## src/omc_params.svh

```systemverilog
// Constants for the operating mode controller
`ifndef OMC_PARAMS_SVH
`define OMC_PARAMS_SVH
// =====================================================
// Power saving configuration
`define OMC_PSV_W 2
`define OMC_PSV_OFF 2'h0
`define OMC_PSV_RTS 2'h2
// =====================================================
// Reset values
`define OMC_RST_LOW 1'h0
`define OMC_RST_HIGH 1'h1
`endif

```

## src/omc_pkg.sv

```systemverilog
// Types for the operating mode controller
package omc_pkg;
  // =====================================================
  // Operating modes
  typedef enum logic [2:0] {
    NOT_POWERED,
    POWER_OFF,
    IDLE,
    ACTIVE,
    CONNECTED
  } omc_mode_type;
  // =====================================================
  // Registered status outputs
  typedef struct packed {
    logic switched_on;
    logic fast_ref_sel;
    logic slow_ref_sel;
    logic app_if_en;
    logic host_data_accept;
    logic cts_on;
    logic precharge_en;
    logic charge_ctrl_en;
  } omc_status_type;
endpackage : omc_pkg

```

## src/omc_top.sv

```systemverilog
// Operating mode controller of the cellular module
`timescale 1ns/100ps
`include "omc_params.svh"
// Contract
// - Unpowered or low supply: ignore all switch-on triggers
// - Power-off: switch on by request falling edge, RTC alarm, charger
// - Orderly shutdown command enters power-off, interfaces closed
// - Idle runs processor from 32 kHz reference
// - Active and connected run from 26 MHz and accept host data
// - Enter idle whenever possible only with power saving; off after reset
// - Idle disables interfaces and refuses host data
// - Flow control on: CTS off while idle
// - Flow control off: CTS always on; the code holds CTS off while in reset
// - Registered and saving: wake at network paging times
// - Unregistered and saving: idle anyway, wake periodically
// - RTC alarm wakes idle to active
// - Serial receive data wakes idle to active
// - Incoming call wakes idle
// - RTS on wakes idle only with saving setting 2
// - Call keeps device active, then return to prior idle or active
// - Low battery with charger: stay off, force pre-charge
// - Normal battery with charger: run normally, processor charge control
// - Running device switches off below extended supply minimum
module omc_top (
  input wire logic clk,
  input wire logic arst_n,
  input wire logic supply_normal,
  input wire logic supply_extended_ok,
  input wire logic switch_on_request_n,
  input wire logic rtc_alarm,
  input wire logic charger_present,
  input wire logic orderly_shutdown_command,
  input wire logic power_saving_config_command,
  input wire logic [`OMC_PSV_W-1:0] power_saving_setting,
  input wire logic hw_flow_ctrl_en,
  input wire logic network_registered,
  input wire logic idle_possible,
  input wire logic paging_due,
  input wire logic activity_poll_due,
  input wire logic serial_rx_data,
  input wire logic rts_on,
  input wire logic incoming_call,
  input wire logic call_ended,
  output omc_pkg::omc_mode_type mode,
  output omc_pkg::omc_status_type status
);
  // =====================================================
  // Reset release
  logic rst_meta_q;
  logic rst_n;

  always_ff @(posedge clk or negedge arst_n) begin
    if (!arst_n) begin
      rst_meta_q <= `OMC_RST_LOW;
      rst_n <= `OMC_RST_LOW;
    end else begin
      rst_meta_q <= `OMC_RST_HIGH;
      rst_n <= rst_meta_q;
    end
  end

  // =====================================================
  // Functions
  function automatic logic is_running(input omc_pkg::omc_mode_type m);
    is_running = (m == omc_pkg::IDLE) || (m == omc_pkg::ACTIVE) ||
                 (m == omc_pkg::CONNECTED);
  endfunction : is_running

  function automatic logic is_awake(input omc_pkg::omc_mode_type m);
    is_awake = (m == omc_pkg::ACTIVE) || (m == omc_pkg::CONNECTED);
  endfunction : is_awake

  // =====================================================
  // Next state
  omc_pkg::omc_mode_type mode_q;
  omc_pkg::omc_mode_type mode_d;
  omc_pkg::omc_mode_type ret_q;
  omc_pkg::omc_mode_type ret_d;
  logic [`OMC_PSV_W-1:0] psv_q;
  logic [`OMC_PSV_W-1:0] psv_d;
  logic req_prev_q;
  logic chg_prev_q;
  omc_pkg::omc_status_type status_q;
  omc_pkg::omc_status_type status_d;
  logic on_trigger;
  logic psv_en;
  logic idle_wake;

  always_comb begin
    on_trigger = (req_prev_q && !switch_on_request_n) || rtc_alarm ||
                 (charger_present && !chg_prev_q);
    psv_en = (psv_q != `OMC_PSV_OFF);
    idle_wake = rtc_alarm || serial_rx_data ||
                (rts_on && psv_q == `OMC_PSV_RTS) ||
                (network_registered && paging_due) ||
                (!network_registered && activity_poll_due);
    psv_d = psv_q;
    if (power_saving_config_command) begin
      psv_d = power_saving_setting;
    end
    ret_d = ret_q;
    mode_d = mode_q;
    case (mode_q)
      omc_pkg::NOT_POWERED: begin
        if (supply_normal) begin
          mode_d = omc_pkg::POWER_OFF;
        end
      end
      omc_pkg::POWER_OFF: begin
        if (!supply_normal) begin
          mode_d = omc_pkg::NOT_POWERED;
        end else if (on_trigger) begin
          mode_d = omc_pkg::ACTIVE;
        end
      end
      omc_pkg::IDLE: begin
        if (incoming_call) begin
          mode_d = omc_pkg::CONNECTED;
          ret_d = omc_pkg::IDLE;
        end else if (idle_wake || !psv_en) begin
          mode_d = omc_pkg::ACTIVE;
        end
      end
      omc_pkg::ACTIVE: begin
        if (incoming_call) begin
          mode_d = omc_pkg::CONNECTED;
          ret_d = omc_pkg::ACTIVE;
        end else if (psv_en && idle_possible) begin
          mode_d = omc_pkg::IDLE;
        end
      end
      omc_pkg::CONNECTED: begin
        if (call_ended) begin
          mode_d = ret_q;
        end
      end
      default: begin
        mode_d = omc_pkg::NOT_POWERED;
      end
    endcase
    if (is_running(mode_q)) begin
      if (!supply_extended_ok) begin
        mode_d = omc_pkg::NOT_POWERED;
      end else if (orderly_shutdown_command) begin
        mode_d = omc_pkg::POWER_OFF;
      end
    end
  end

  // =====================================================
  // Output decode
  always_comb begin
    status_d.switched_on = is_running(mode_d);
    status_d.fast_ref_sel = is_awake(mode_d);
    status_d.slow_ref_sel = (mode_d == omc_pkg::IDLE);
    status_d.app_if_en = is_awake(mode_d);
    status_d.host_data_accept = is_awake(mode_d);
    status_d.cts_on = hw_flow_ctrl_en ? is_awake(mode_d) :
                      `OMC_RST_HIGH;
    status_d.precharge_en = !is_running(mode_d) &&
                            !supply_normal && charger_present;
    status_d.charge_ctrl_en = is_running(mode_d) &&
                              supply_normal && charger_present;
  end

  // =====================================================
  // Registers
  always_ff @(posedge clk or negedge rst_n) begin
    if (!rst_n) begin
      mode_q <= omc_pkg::NOT_POWERED;
      ret_q <= omc_pkg::ACTIVE;
      psv_q <= `OMC_PSV_OFF;
      req_prev_q <= `OMC_RST_HIGH;
      chg_prev_q <= `OMC_RST_LOW;
      status_q <= '0;
    end else begin
      mode_q <= mode_d;
      ret_q <= ret_d;
      psv_q <= psv_d;
      req_prev_q <= switch_on_request_n;
      chg_prev_q <= charger_present;
      status_q <= status_d;
    end
  end

  assign mode = mode_q;
  assign status = status_q;

  // =====================================================
  // Checks
  chk_unpowered_ignore: assert property (
    @(posedge clk) disable iff (!rst_n)
    (mode_q == omc_pkg::NOT_POWERED && !supply_normal) |=>
      mode_q == omc_pkg::NOT_POWERED)
    else $error("Switched on without normal supply");

  chk_poweroff_wake: assert property (
    @(posedge clk) disable iff (!rst_n)
    (mode_q == omc_pkg::POWER_OFF && supply_normal && rtc_alarm) |=>
      mode_q == omc_pkg::ACTIVE)
    else $error("Power-off ignored switch-on trigger");

  chk_shutdown_off: assert property (
    @(posedge clk) disable iff (!rst_n)
    (is_running(mode_q) && supply_extended_ok &&
     orderly_shutdown_command) |=>
      mode_q == omc_pkg::POWER_OFF && !status_q.app_if_en)
    else $error("Shutdown command not obeyed");

  chk_idle_clock: assert property (
    @(posedge clk) disable iff (!rst_n)
    $rose(mode_q == omc_pkg::IDLE) |->
      status_q.slow_ref_sel && !status_q.fast_ref_sel)
    else $error("Idle not on slow reference");

  chk_idle_needs_psv: assert property (
    @(posedge clk) disable iff (!rst_n)
    (mode_q == omc_pkg::ACTIVE && psv_q == `OMC_PSV_OFF) |=>
      mode_q != omc_pkg::IDLE)
    else $error("Idle entered without power saving");

  chk_idle_refuse: assert property (
    @(posedge clk) disable iff (!rst_n)
    (mode_q == omc_pkg::IDLE) |->
      !status_q.host_data_accept && !status_q.app_if_en)
    else $error("Idle accepting host data");

  chk_cts_idle: assert property (
    @(posedge clk) disable iff (!rst_n)
    (mode_d == omc_pkg::IDLE && hw_flow_ctrl_en) |=> !status_q.cts_on)
    else $error("CTS on while idle");

  chk_cts_fixed: assert property (
    @(posedge clk) disable iff (!rst_n)
    !hw_flow_ctrl_en |=> status_q.cts_on)
    else $error("CTS off without flow control");

  chk_rx_wake: assert property (
    @(posedge clk) disable iff (!rst_n)
    (mode_q == omc_pkg::IDLE && serial_rx_data && !incoming_call &&
     supply_extended_ok && !orderly_shutdown_command) |=>
      mode_q == omc_pkg::ACTIVE && status_q.fast_ref_sel)
    else $error("Serial data did not wake idle");

  chk_rtc_wake: assert property (
    @(posedge clk) disable iff (!rst_n)
    (mode_q == omc_pkg::IDLE && rtc_alarm && !incoming_call &&
     supply_extended_ok && !orderly_shutdown_command) |=>
      mode_q == omc_pkg::ACTIVE)
    else $error("RTC alarm did not wake idle");

  chk_paging_wake: assert property (
    @(posedge clk) disable iff (!rst_n)
    (mode_q == omc_pkg::IDLE && network_registered && paging_due &&
     !incoming_call && supply_extended_ok && !orderly_shutdown_command)
      |=> mode_q == omc_pkg::ACTIVE)
    else $error("Paging time did not wake idle");

  chk_call_connect: assert property (
    @(posedge clk) disable iff (!rst_n)
    (mode_q == omc_pkg::IDLE && incoming_call && supply_extended_ok &&
     !orderly_shutdown_command) |=>
      mode_q == omc_pkg::CONNECTED && status_q.fast_ref_sel)
    else $error("Incoming call did not connect");

  chk_rts_setting: assert property (
    @(posedge clk) disable iff (!rst_n)
    (mode_q == omc_pkg::IDLE && psv_q != `OMC_PSV_RTS && psv_en &&
     rts_on && !rtc_alarm && !serial_rx_data && !paging_due &&
     !activity_poll_due && !incoming_call && supply_extended_ok &&
     !orderly_shutdown_command) |=> mode_q == omc_pkg::IDLE)
    else $error("Idle left without wake event");

  chk_call_return: assert property (
    @(posedge clk) disable iff (!rst_n)
    (mode_q == omc_pkg::IDLE && incoming_call && supply_extended_ok &&
     !orderly_shutdown_command) ##1 (call_ended && supply_extended_ok &&
     !orderly_shutdown_command) |=> mode_q == omc_pkg::IDLE)
    else $error("Call did not return to idle");

  chk_precharge: assert property (
    @(posedge clk) disable iff (!rst_n)
    (mode_q == omc_pkg::NOT_POWERED && !supply_normal &&
     charger_present) |=> status_q.precharge_en && !status_q.switched_on)
    else $error("Pre-charge not forced");

  chk_brownout_off: assert property (
    @(posedge clk) disable iff (!rst_n)
    (is_running(mode_q) && !supply_extended_ok) |=>
      mode_q == omc_pkg::NOT_POWERED ##1 !status_q.switched_on)
    else $error("Running below extended supply");

  cov_switch_on: cover property (
    @(posedge clk) disable iff (!rst_n)
    mode_q == omc_pkg::POWER_OFF ##1 mode_q == omc_pkg::ACTIVE);

  cov_idle_cycle: cover property (
    @(posedge clk) disable iff (!rst_n)
    mode_q == omc_pkg::IDLE ##1 mode_q == omc_pkg::ACTIVE);

  cov_call: cover property (
    @(posedge clk) disable iff (!rst_n)
    mode_q == omc_pkg::CONNECTED ##1 mode_q == omc_pkg::IDLE);

  cov_shutdown: cover property (
    @(posedge clk) disable iff (!rst_n)
    mode_q == omc_pkg::ACTIVE ##1 mode_q == omc_pkg::POWER_OFF);

  cov_rts_wake: cover property (
    @(posedge clk) disable iff (!rst_n)
    (mode_q == omc_pkg::IDLE && psv_q == `OMC_PSV_RTS && rts_on) ##1
      mode_q == omc_pkg::ACTIVE);
endmodule : omc_top

```

## config.mk

```make
export PLATFORM = sky130hd
export DESIGN_NAME = omc_top
export DESIGN_NICKNAME = d
export VERILOG_FILES = /design/src/omc_pkg.sv /design/src/omc_top.sv
export VERILOG_INCLUDE_DIRS = /design/src /design/src/src
export SDC_FILE = /design/constraint.sdc
export NUM_CORES = 1
export LEC_CHECK = 0
export BUFFER_PORTS_ARGS = -buffer_cell sky130_fd_sc_hd__buf_2
export CAP_MARGIN = 20
export CORE_MARGIN = 5
export CORE_UTILIZATION = 45
export DETAILED_ROUTE_END_ITERATION = 10
export GPL_ROUTABILITY_DRIVEN = 0
export PLACE_DENSITY_LB_ADDON = 0.15
export SYNTH_ARGS = -nofsm -noshare
export SYNTH_HDL_FRONTEND = slang
export SYNTH_SLANG_ARGS = --single-unit
```

## constraint.sdc

```tcl
create_clock -name clk -period 1.8 [get_ports clk]
set_input_delay 0.36 -clock clk [delete_from_list [all_inputs] [get_ports clk]]
set_output_delay 0.36 -clock clk [all_outputs]
set_load 0.01 [all_outputs]
```

After elaboration in Yosys (flattened, before gate mapping)
Cells that the tools add are included.
{ "totals": {"register_bits": 18, "romBits": 0, "mem_bits_rw": 0, "wordCells": 71, "memories": 0, "latch_bits": 0} }
{ "classes": {"n_mux": 16, "n_reduce_logical": 32, "bitwise_logic": 0, "eq_ne": 10, "addsub": 0, "n_div": 0, "multipliers": 0, "magnitude_cmp": 0, "n_shift": 0} }
{ "ops": {"columns": ["cell", "n"], "rows": [
  ["2-to-1 mux 3 bit", 13],
  ["one-hot mux 3 bit (5 select lines)", 1],
  ["equality test 3 x 2 -> 1 bit (second input constant)", 4],
  ["logical OR 1 bit", 12],
  ["logical AND 1 bit", 10],
  ["equality test 3 bit (second input constant)", 2],
  ["logical NOT 1 bit", 6],
  ["one-hot mux 3 bit (2 select lines)", 1],
  ["inequality test 2 bit (second input constant)", 2],
  ["nonzero test 2 bit", 2],
  ["equality test 3 x 1 -> 1 bit (second input constant)", 1],
  ["logical NOT 3 bit", 1],
  ["AND reduction 3 bit", 1],
  ["equality test 2 bit (second input constant)", 1],
  ["2-to-1 mux 1 bit", 1]
]} }

Longest topological paths before layout
Gate-level depths: netlist of the first run.
{ "logic_depth": {"depth_word": 18, "depth_mapped": 6} }

Worst setup path after synthesis of the first run
No wires, ideal clock.
{ "synth_timing": {"path_kind": "reg2reg", "start": "reg mode_q[0], in the netlist mode[0]", "end": "reg status_q (netlist bit status[2])", "path_buffers": 0, "arrival_time_ps": 1413, "path_stages_with_launch": 5, "synth_period_minus_slack_ps": 1499, "path_slack_ps": 301, "cell_sequence": "dfrtp_1 -> or4b_1 -> a21o_1 -> and2_1 -> a32oi_1"} }
{ "synth_lines": {"columns": ["element", "line", "source"], "rows": [
  ["start: declaration", "omc_top.sv:75", "omc_pkg::omc_mode_type mode_q;"],
  ["start signal: assignment", "omc_top.sv:170", "mode_q <= omc_pkg::NOT_POWERED;"],
  ["start signal: assignment", "omc_top.sv:177", "mode_q <= mode_d;"],
  ["end signal: assignment", "omc_top.sv:182", "status_q <= status_d;"],
  ["end: declaration", "omc_top.sv:83", "omc_pkg::omc_status_type status_q;"]
]} }

==> flow_summary.json, run 1 <==
{
  "yosysWarnings": 0,
  "fin_tns_setup_ps": 0,
  "numCtsBuffers": 3,
  "hold_class": "input pin to flip-flop",
  "via_per_inst": 5.25,
  "multi_input_area_sq_um": 327,
  "cts_tree": "built",
  "p_leak_uw": 0.000486,
  "crit_arrival_ps": 1820,
  "antenna_cells": 0,
  "ctsLongestPathBuffers": 2,
  "fin_crit_sh_pct": 89.9,
  "p_total_uw": 1170,
  "synth_top_area_share_pct": 45.3,
  "grt_pass1_wl_um": 2580,
  "seq_area_frac_synth_pct": 52.1,
  "cts.sinks": 16,
  "synth.distinct_cells": 35,
  "remaining_drc_errors": 0,
  "insertion_delay_ps": 280,
  "portBuffers": 30,
  "ys_ff_latch": 16,
  "core_sq_um": 1670,
  "maxCapViolCount": 0,
  "cts_resized": 0,
  "whs_path_depth": 1,
  "ys_top_cells_by_area": "dfrtp_1 (45%), dfstp_2 (6.8%), mux2_2 (4.4%)",
  "synth_compound_area_share_pct": 15.7,
  "io_pins": 31,
  "grt_start_max_net_pins": 15,
  "met2_usage_pct": 19.7,
  "outcome": "complete, no violations",
  "drt-pass1-iter-count": 3,
  "gr-total-overflow": 0,
  "post-route-util_pct": 58.3,
  "required_ps": 2010,
  "setup_violations": 0,
  "syn-cell-area_sq_um": 773,
  "synth_top_family_by_area": "simple AND/OR/NAND/NOR gates",
  "area_growth_pct": 25.9,
  "met3_usage_pct": 2.04,
  "routed_wl_um": 1570,
  "syn_nets": 89,
  "dp_hpwl_um": 1240,
  "synth-simple-area-share_pct": 20.4,
  "endpoint_kind": "flip-flop",
  "std_cell_rows": 15,
  "synth.area.mux_share_pct": 5.66,
  "synthAdderAreaFrac_pct": 0,
  "fin_skew_ps": 3.59,
  "drive_gt1_share_pct": 42.6,
  "period_needed_ps": 1620,
  "final-max-slew-violation-count": 0,
  "wire_per_inst_um": 13.3,
  "grtUsageMet1_pct": 18.0,
  "die_area_sq_um": 2650,
  "regArea_sq_um": 403,
  "antenna_found_initial": 0,
  "grt_pass1_vias": 579,
  "worstMarginPinSlew_ps": 577,
  "die_h_um": 51.5,
  "hold_viol": 0,
  "postSynthAreaPerCell_sq_um": 11.2,
  "synthCells": 69,
  "rsz0062_at_grt": "false",
  "antenna_left": 0,
  "grt_usage_pct": 13.0,
  "max_clock_freq_mhz": 618,
  "via_count": 619,
  "cts_post_setup_buffers_inserted": 0,
  "clk_pin_slew_ps": 90,
  "synth_xor_area_share_pct": 0,
  "r2r_cells": 4,
  "slew_headroom_pct": 61.5,
  "synth_top_area_cell": "dfrtp_1",
  "peakVddDrop_mv": 0.643,
  "cp_max_fo": 13,
  "gr-max-usage-layer": "met2",
  "die_x_um": 51.5,
  "fill_cells": 168,
  "power.density_nw_per_um2": 1200,
  "htree_levels": 1,
  "final_nets": 122,
  "setup.worst_path.start_class": "flip-flop",
  "path_class": "flip-flop to flip-flop",
  "initial_core_util_pct": 46.3,
  "drt_iter0_drc": 7,
  "root_buffer": "clkbuf_4"
}
-- cells in the mapped netlist --
cell       number
o21ai_0         1
a21oi_4         1
nor2_2          1
mux2i_1         1
buf_4           2
o211ai_1        1
nor2b_1         4
a2111oi_0       1
conb_1          1
and2_1          1
or3b_1          1
nor3b_1         2
dfrtp_1        14
nand3b_1        1
o31ai_1         1
a21oi_1         2
a32oi_1         2
a22oi_1         1
o211a_1         1
inv_1           4
and4_2          1
dfstp_2         2
or4b_1          1
mux2_2          3
o2bb2ai_1       2
a21o_1          1
nand2_1         3
nand4b_1        1
nor4bb_1        1
nor2_1          1
nor3_1          2
a31oi_1         1
buf_2           2
clkinv_1        1
nand2b_1        4
-- cells in the final DEF (no fill, tap or decap), types with 2 or more instances in the layout --
cell type | synthesis | layout
a21oi_1 | 2 | 2
nor2b_1 | 4 | 4
nor3b_1 | 2 | 2
dfstp_2 | 2 | 2
mux2_2 | 3 | 3
dfrtp_1 | 14 | 14
inv_1 | 4 | 4
o2bb2ai_1 | 2 | 2
nand2b_1 | 4 | 4
clkbuf_4 | 0 | 3
buf_2 | 2 | 30
a32oi_1 | 2 | 2
nand2_1 | 3 | 3
nor3_1 | 2 | 2
-- worst max-delay path, cell delays in order, from the launching register on --
cell and delay [ps]:
dfrtp_1 530, or4b_1 470, a21o_1 230, and2_1 180
a32oi_1 130
-- kinds of logic after synthesis --
family | Yosys count
multiplexers | 4
buffers and inverters | 9
AND/OR/NAND/NOR | 24
other | 1
flip-flops | 16
AO/OA/AOI/OAI | 15
-- registers in the layout, indices dropped and copies added, names as in the netlist --
signal,flops
req_prev_q,1
ret_q,1
psv_q,2
rst_n,1
mode,3
rst_meta_q,1
status,6
chg_prev_q,1
-- final timing paths --
check	from	end	slack [ps]
worst max-delay path	mode[2]	status[2]	180
worst min-delay path	switch_on_request_n	req_prev_q	170
worst max register to register	mode[2]	status[2]	180
worst min register to register	rst_n	status[1]	240
max in group asynchronous	rst_n	status[0]	1190
min in group asynchronous	rst_n	status[1]	240
-- metal layers --
metal / share of wire (%) / routed length (um) / vias to the layer above
met4: 0.83 / 13 / 0
met3: 4.5 / 70 / 2
met2: 49 / 767 / 15
met1: 46 / 714 / 295
met5: 0 / 0 / -
li1: - / - / 307
-- area by class of cell --
class                      instances  area share (%)
sequential                        16            41.4
multi-input combinational         44            33.5
timing repair buffer              32            17.2
clock buffer                       4            3.73
tap                               17            2.19
inverter                           5            1.93
-- repair_timing --
item	in CTS	in global routing
hold buffers	1	0
endpoints found under the setup margin	0	0
hold endpoints to repair	2	0
-- power breakdown --
group          total [uW]  switching (uW)  internal (uW)
Sequential            530            79.3            451
Combinational         402             206            196
Clock                 236             112            123
Total                1170             398            769
-- through the flow --
| step | cells | hold slack [ps] | instance area, sq um | setup WS (ps) |
|---|---|---|---|---|
| floorplan | 69 | 64.4 | 773 | 301 |
| global placement | 113 | 146 | 927 | 210 |
| detailed placement | 113 | 147 | 927 | 187 |
| CTS | 118 | 164 | 973 | 171 |
| global route | 118 | 163 | 973 | 57.1 |
| finish | 118 | 173 | 973 | 182 |
(Power assumes the default switching activity.)
==> inputs of run 2 (changes only) <==
==> constraint.sdc (replaced) <==
create_clock -name clk -period 1.8 [get_ports clk]
set_input_delay 0.45 -clock clk [delete_from_list [all_inputs] [get_ports clk]]
set_output_delay 0.45 -clock clk [all_outputs]
set_load 0.01 [all_outputs]
==> flow_summary.json, run 2 (synthesized netlist as in run 1, its figures left out) <==
{
  "io_pins": 31,
  "via_per_inst": 5.19,
  "remaining_drc_errors": 0,
  "endpoint_kind": "flip-flop",
  "peakVddDrop_mv": 0.566,
  "drive_gt1_share_pct": 41.6,
  "worstMarginPinSlew_ps": 576,
  "initial_core_util_pct": 46.3,
  "gr-total-overflow": 0,
  "hold_class": "flip-flop to asynchronous set/reset pin",
  "critPathTopFamily": "simple AND/OR/NAND/NOR gates",
  "crit_arrival_ps": 1850,
  "die_h_um": 51.5,
  "fin_tns_setup_ps": 0,
  "period_needed_ps": 1660,
  "setup.worst_path.start_class": "flip-flop",
  "die_area_sq_um": 2650,
  "post-route-util_pct": 57.7,
  "std_cell_rows": 15,
  "power.density_nw_per_um2": 1170,
  "reg2reg_from": "mode[2]",
  "hold-worst-slack_ps": 240,
  "setup_violations": 0,
  "fin_area_sq_um": 963,
  "layout_common_cells": "buf_2 (30), dfrtp_1 (14), nor2b_1 (4), nand2b_1 (4), inv_1 (4)",
  "path_class": "flip-flop to flip-flop",
  "cp_cell_sequence": "or4b_1, a21o_1, and2_1, a32oi_1",
  "max_clock_freq_mhz": 603,
  "antenna_left": 0,
  "grt_usage_pct": 13.7,
  "slew_headroom_pct": 61.6,
  "dp_hpwl_um": 1200,
  "grt_start_max_net_pins": 15,
  "cts_post_setup_buffers_inserted": 0,
  "rsz0062_at_grt": "false",
  "numCtsBuffers": 3,
  "required_ps": 1990,
  "hold_viol": 0,
  "cts.sinks": 16,
  "largest_register_ffs": 6,
  "antenna_found_initial": 0,
  "final_nets": 122,
  "grt_pass1_wl_um": 2700,
  "cts_tree": "built",
  "postCtsHoldBufs": 1,
  "r2r-end": "status[2]",
  "insertion_delay_ps": 270,
  "drt-pass1-iter-count": 4,
  "drt_iter0_drc": 1,
  "cts_resized": 0,
  "final-max-slew-violation-count": 0,
  "antenna_cells": 0,
  "outcome": "complete, no violations",
  "final_common_cell": "buf_2",
  "root_buffer": "clkbuf_4",
  "critical-path-slowest-cell": "dfrtp_1",
  "placed_cell_area_sq_um": 927,
  "cp_max_fo": 13,
  "p_total_uw": 1130,
  "via_count": 612,
  "r2r_slack_ps": 140,
  "htree_levels": 1,
  "fin_skew_ps": 0.669,
  "routed_wl_um": 1560,
  "maxCapViolCount": 0,
  "fin_crit_sh_pct": 92.1,
  "die_x_um": 51.5,
  "portBuffers": 30,
  "wire_per_inst_um": 13.2,
  "core_sq_um": 1670,
  "grt_pass1_vias": 605,
  "area_growth_pct": 24.6,
  "r2r_cells": 4,
  "ctsLongestPathBuffers": 2,
  "clk_pin_slew_ps": 90,
  "crit_buf_inv": 0,
  "p_leak_uw": 0.000480,
  "cp_slowest_stage_delay_ps": 540
}
## run 2: cell counts in the layout (fill, tap and decap cells not counted)
No cell type changed its count.
## run 2: power by group
group	total, uW	leakage, uW	switching (uW)	internal [uW]
combinational	405	0.000267	210	196
sequential	530	0.000198	79.1	451
clock	191	0.0000150	105	85.8
## run 2: metrics by stage
stage               setup WS (ps)  std cells
detailed placement           77.5        113
global route                 18.2        118
CTS                           139        118
floorplan                     277         69
finish                        143        118
global placement              117        113
## run 2: routing by layer
layer / track usage, % / part of all wire (%)
met1: 19.1 / 47
met2: 19.9 / 47
met3: 3.79 / 4.4
met4: 5.24 / 0.77
met5: 0 / 0
## run 2: area by class of cell
| class | instances | area, sq um |
|---|---|---|
| clock buffer | 4 | 26.3 |
| multi-input combinational | 44 | 327 |
| inverter | 5 | 18.8 |
| tap | 17 | 21.3 |
| fill | 162 | 707 |
| sequential | 16 | 403 |
| timing repair buffer | 32 | 168 |
## run 2: how the worst max path moves through the flow
stage,start,endpoint,cells after the start
floorplan,call_ended,status[2],4
global placement,call_ended,status[2],5
detailed placement,call_ended,status[2],5
CTS,mode[2],status[2],4
global route,mode[1],status[2],5
finish,mode[2],status[2],4
## run 2: worst reg2reg max path, stage by stage (launching register included)
cell     delay, ps
dfrtp_1        540
or4b_1         460
a21o_1         230
and2_1         180
a32oi_1        160
==> inputs of run 3 (changes only) <==
- CORE_ASPECT_RATIO: default -> 1.25
==> flow_summary.json, run 3 (synthesized netlist as in run 1, its figures left out) <==
{
  "cp_max_fo": 13,
  "die_h_um": 56.3,
  "period_needed_ps": 1630,
  "post-route-util_pct": 60.9,
  "layout_common_cells": "buf_2 (30), dfrtp_1 (14), nor2b_1 (4), nand2b_1 (4), inv_1 (4)",
  "largest_register_ffs": 6,
  "postCtsHoldBufs": 1,
  "fin_tns_setup_ps": 0,
  "wire_per_inst_um": 13.2,
  "maxCapViolCount": 0,
  "final-max-slew-violation-count": 0,
  "critPathTopFamily": "simple AND/OR/NAND/NOR gates",
  "outcome": "complete, no violations",
  "clk_pin_slew_ps": 90,
  "fin_skew_ps": 5.99,
  "postLayoutSetupSlackWorst_ps": 168,
  "cts.sinks": 16,
  "fin_crit_sh_pct": 90.7,
  "dp_hpwl_um": 1250,
  "antenna_found_initial": 0,
  "cts_post_setup_buffers_inserted": 0,
  "cp_slowest_stage_delay_ps": 530,
  "initial_core_util_pct": 48.3,
  "final_common_cell": "buf_2",
  "hold-worst-slack_ps": 226,
  "peakVddDrop_mv": 0.739,
  "insertion_delay_ps": 280,
  "htree_levels": 1,
  "hold_viol": 0,
  "required_ps": 1990,
  "dpl.cell_count": 114,
  "grt_pass1_vias": 624,
  "numCtsBuffers": 3,
  "via_per_inst": 5.12,
  "grt_usage_pct": 13.5,
  "power.density_nw_per_um2": 1190,
  "worstMarginPinSlew_ps": 558,
  "instances_no_fill": 119,
  "portBuffers": 30,
  "final_nets": 122,
  "std_cell_rows": 16,
  "area_growth_pct": 26.1,
  "cp_cell_sequence": "or4b_1, a21o_1, and2_1, a32oi_1",
  "drt-pass1-iter-count": 4,
  "drt_iter0_drc": 13,
  "endpoint_kind": "flip-flop",
  "antenna_cells": 0,
  "max_clock_freq_mhz": 613,
  "ctsLongestPathBuffers": 2,
  "setup.worst_path.start_class": "flip-flop",
  "grt_pass1_wl_um": 2610,
  "io_pins": 31,
  "core_sq_um": 1600,
  "slew_headroom_pct": 62.8,
  "crit_arrival_ps": 1820,
  "p_leak_uw": 0.000486,
  "remaining_drc_errors": 0,
  "cts_tree": "built",
  "grt_start_max_net_pins": 15,
  "via_count": 609,
  "routed_wl_um": 1570,
  "rsz0062_at_grt": "false",
  "gr-total-overflow": 0,
  "die_x_um": 47.1,
  "cts_resized": 0,
  "root_buffer": "clkbuf_4",
  "pre_cts_ws_ps": 60.5,
  "die_area_sq_um": 2650,
  "setup_violations": 0,
  "path_class": "flip-flop to flip-flop",
  "crit_buf_inv": 0,
  "antenna_left": 0,
  "drive_gt1_share_pct": 42.6,
  "critical-path-slowest-cell": "dfrtp_1",
  "hold_class": "flip-flop to asynchronous set/reset pin"
}
==> run 3: cell types whose count changed in the layout (fill, tap and decap cells not counted) <==
cell | before | now
clkbuf_1 | 1 | 0
clkbuf_8 | 0 | 1
==> run 3: worst paths after layout <==
check	start	to	slack (ps)	cells after the start
min	rst_n	mode[1]	230	0
max	mode[2]	status[2]	170	4
max in group asynchronous	rst_n	req_prev_q	1200	0
max reg2reg	mode[2]	status[2]	170	4
min in group clk	switch_on_request_n	req_prev_q	280	1
min reg2reg	rst_n	mode[1]	230	0
==> run 3: routing by layer <==
metal | part of all wire, % | vias up | global-route usage [%]
li1 | - | 310 | -
met1 | 43 | 274 | 16.3
met2 | 47 | 23 | 21.4
met3 | 9.0 | 2 | 3.83
met4 | 0.89 | 0 | 5.93
met5 | 0 | - | 0
==> run 3: cell type report <==
cell class | instances | area, sq um
fill | 143 | 627
sequential | 16 | 403
clock buffer | 4 | 36.3
tap | 18 | 22.5
timing repair buffer | 32 | 168
inverter | 5 | 18.8
multi-input combinational | 44 | 327
==> run 3: metrics by stage <==
step,instance area (sq um),power (uW)
after floorplan,773,800
after global placement,928,937
after detailed placement,928,945
after CTS,975,1180
after global routing,975,1250
final,975,1160
==> run 3: power breakdown <==
part | leakage, uW | switching, uW | internal [uW]
logic | 0.000267 | 220 | 196
registers | 0.000198 | 66.1 | 451
clock network | 0.0000210 | 103 | 123
==> run 3: worst register-to-register path, cell delays in order (launching register included) <==
cell and delay, ps:
dfrtp_1 530, or4b_1 460, a21o_1 230, and2_1 170, a32oi_1 150
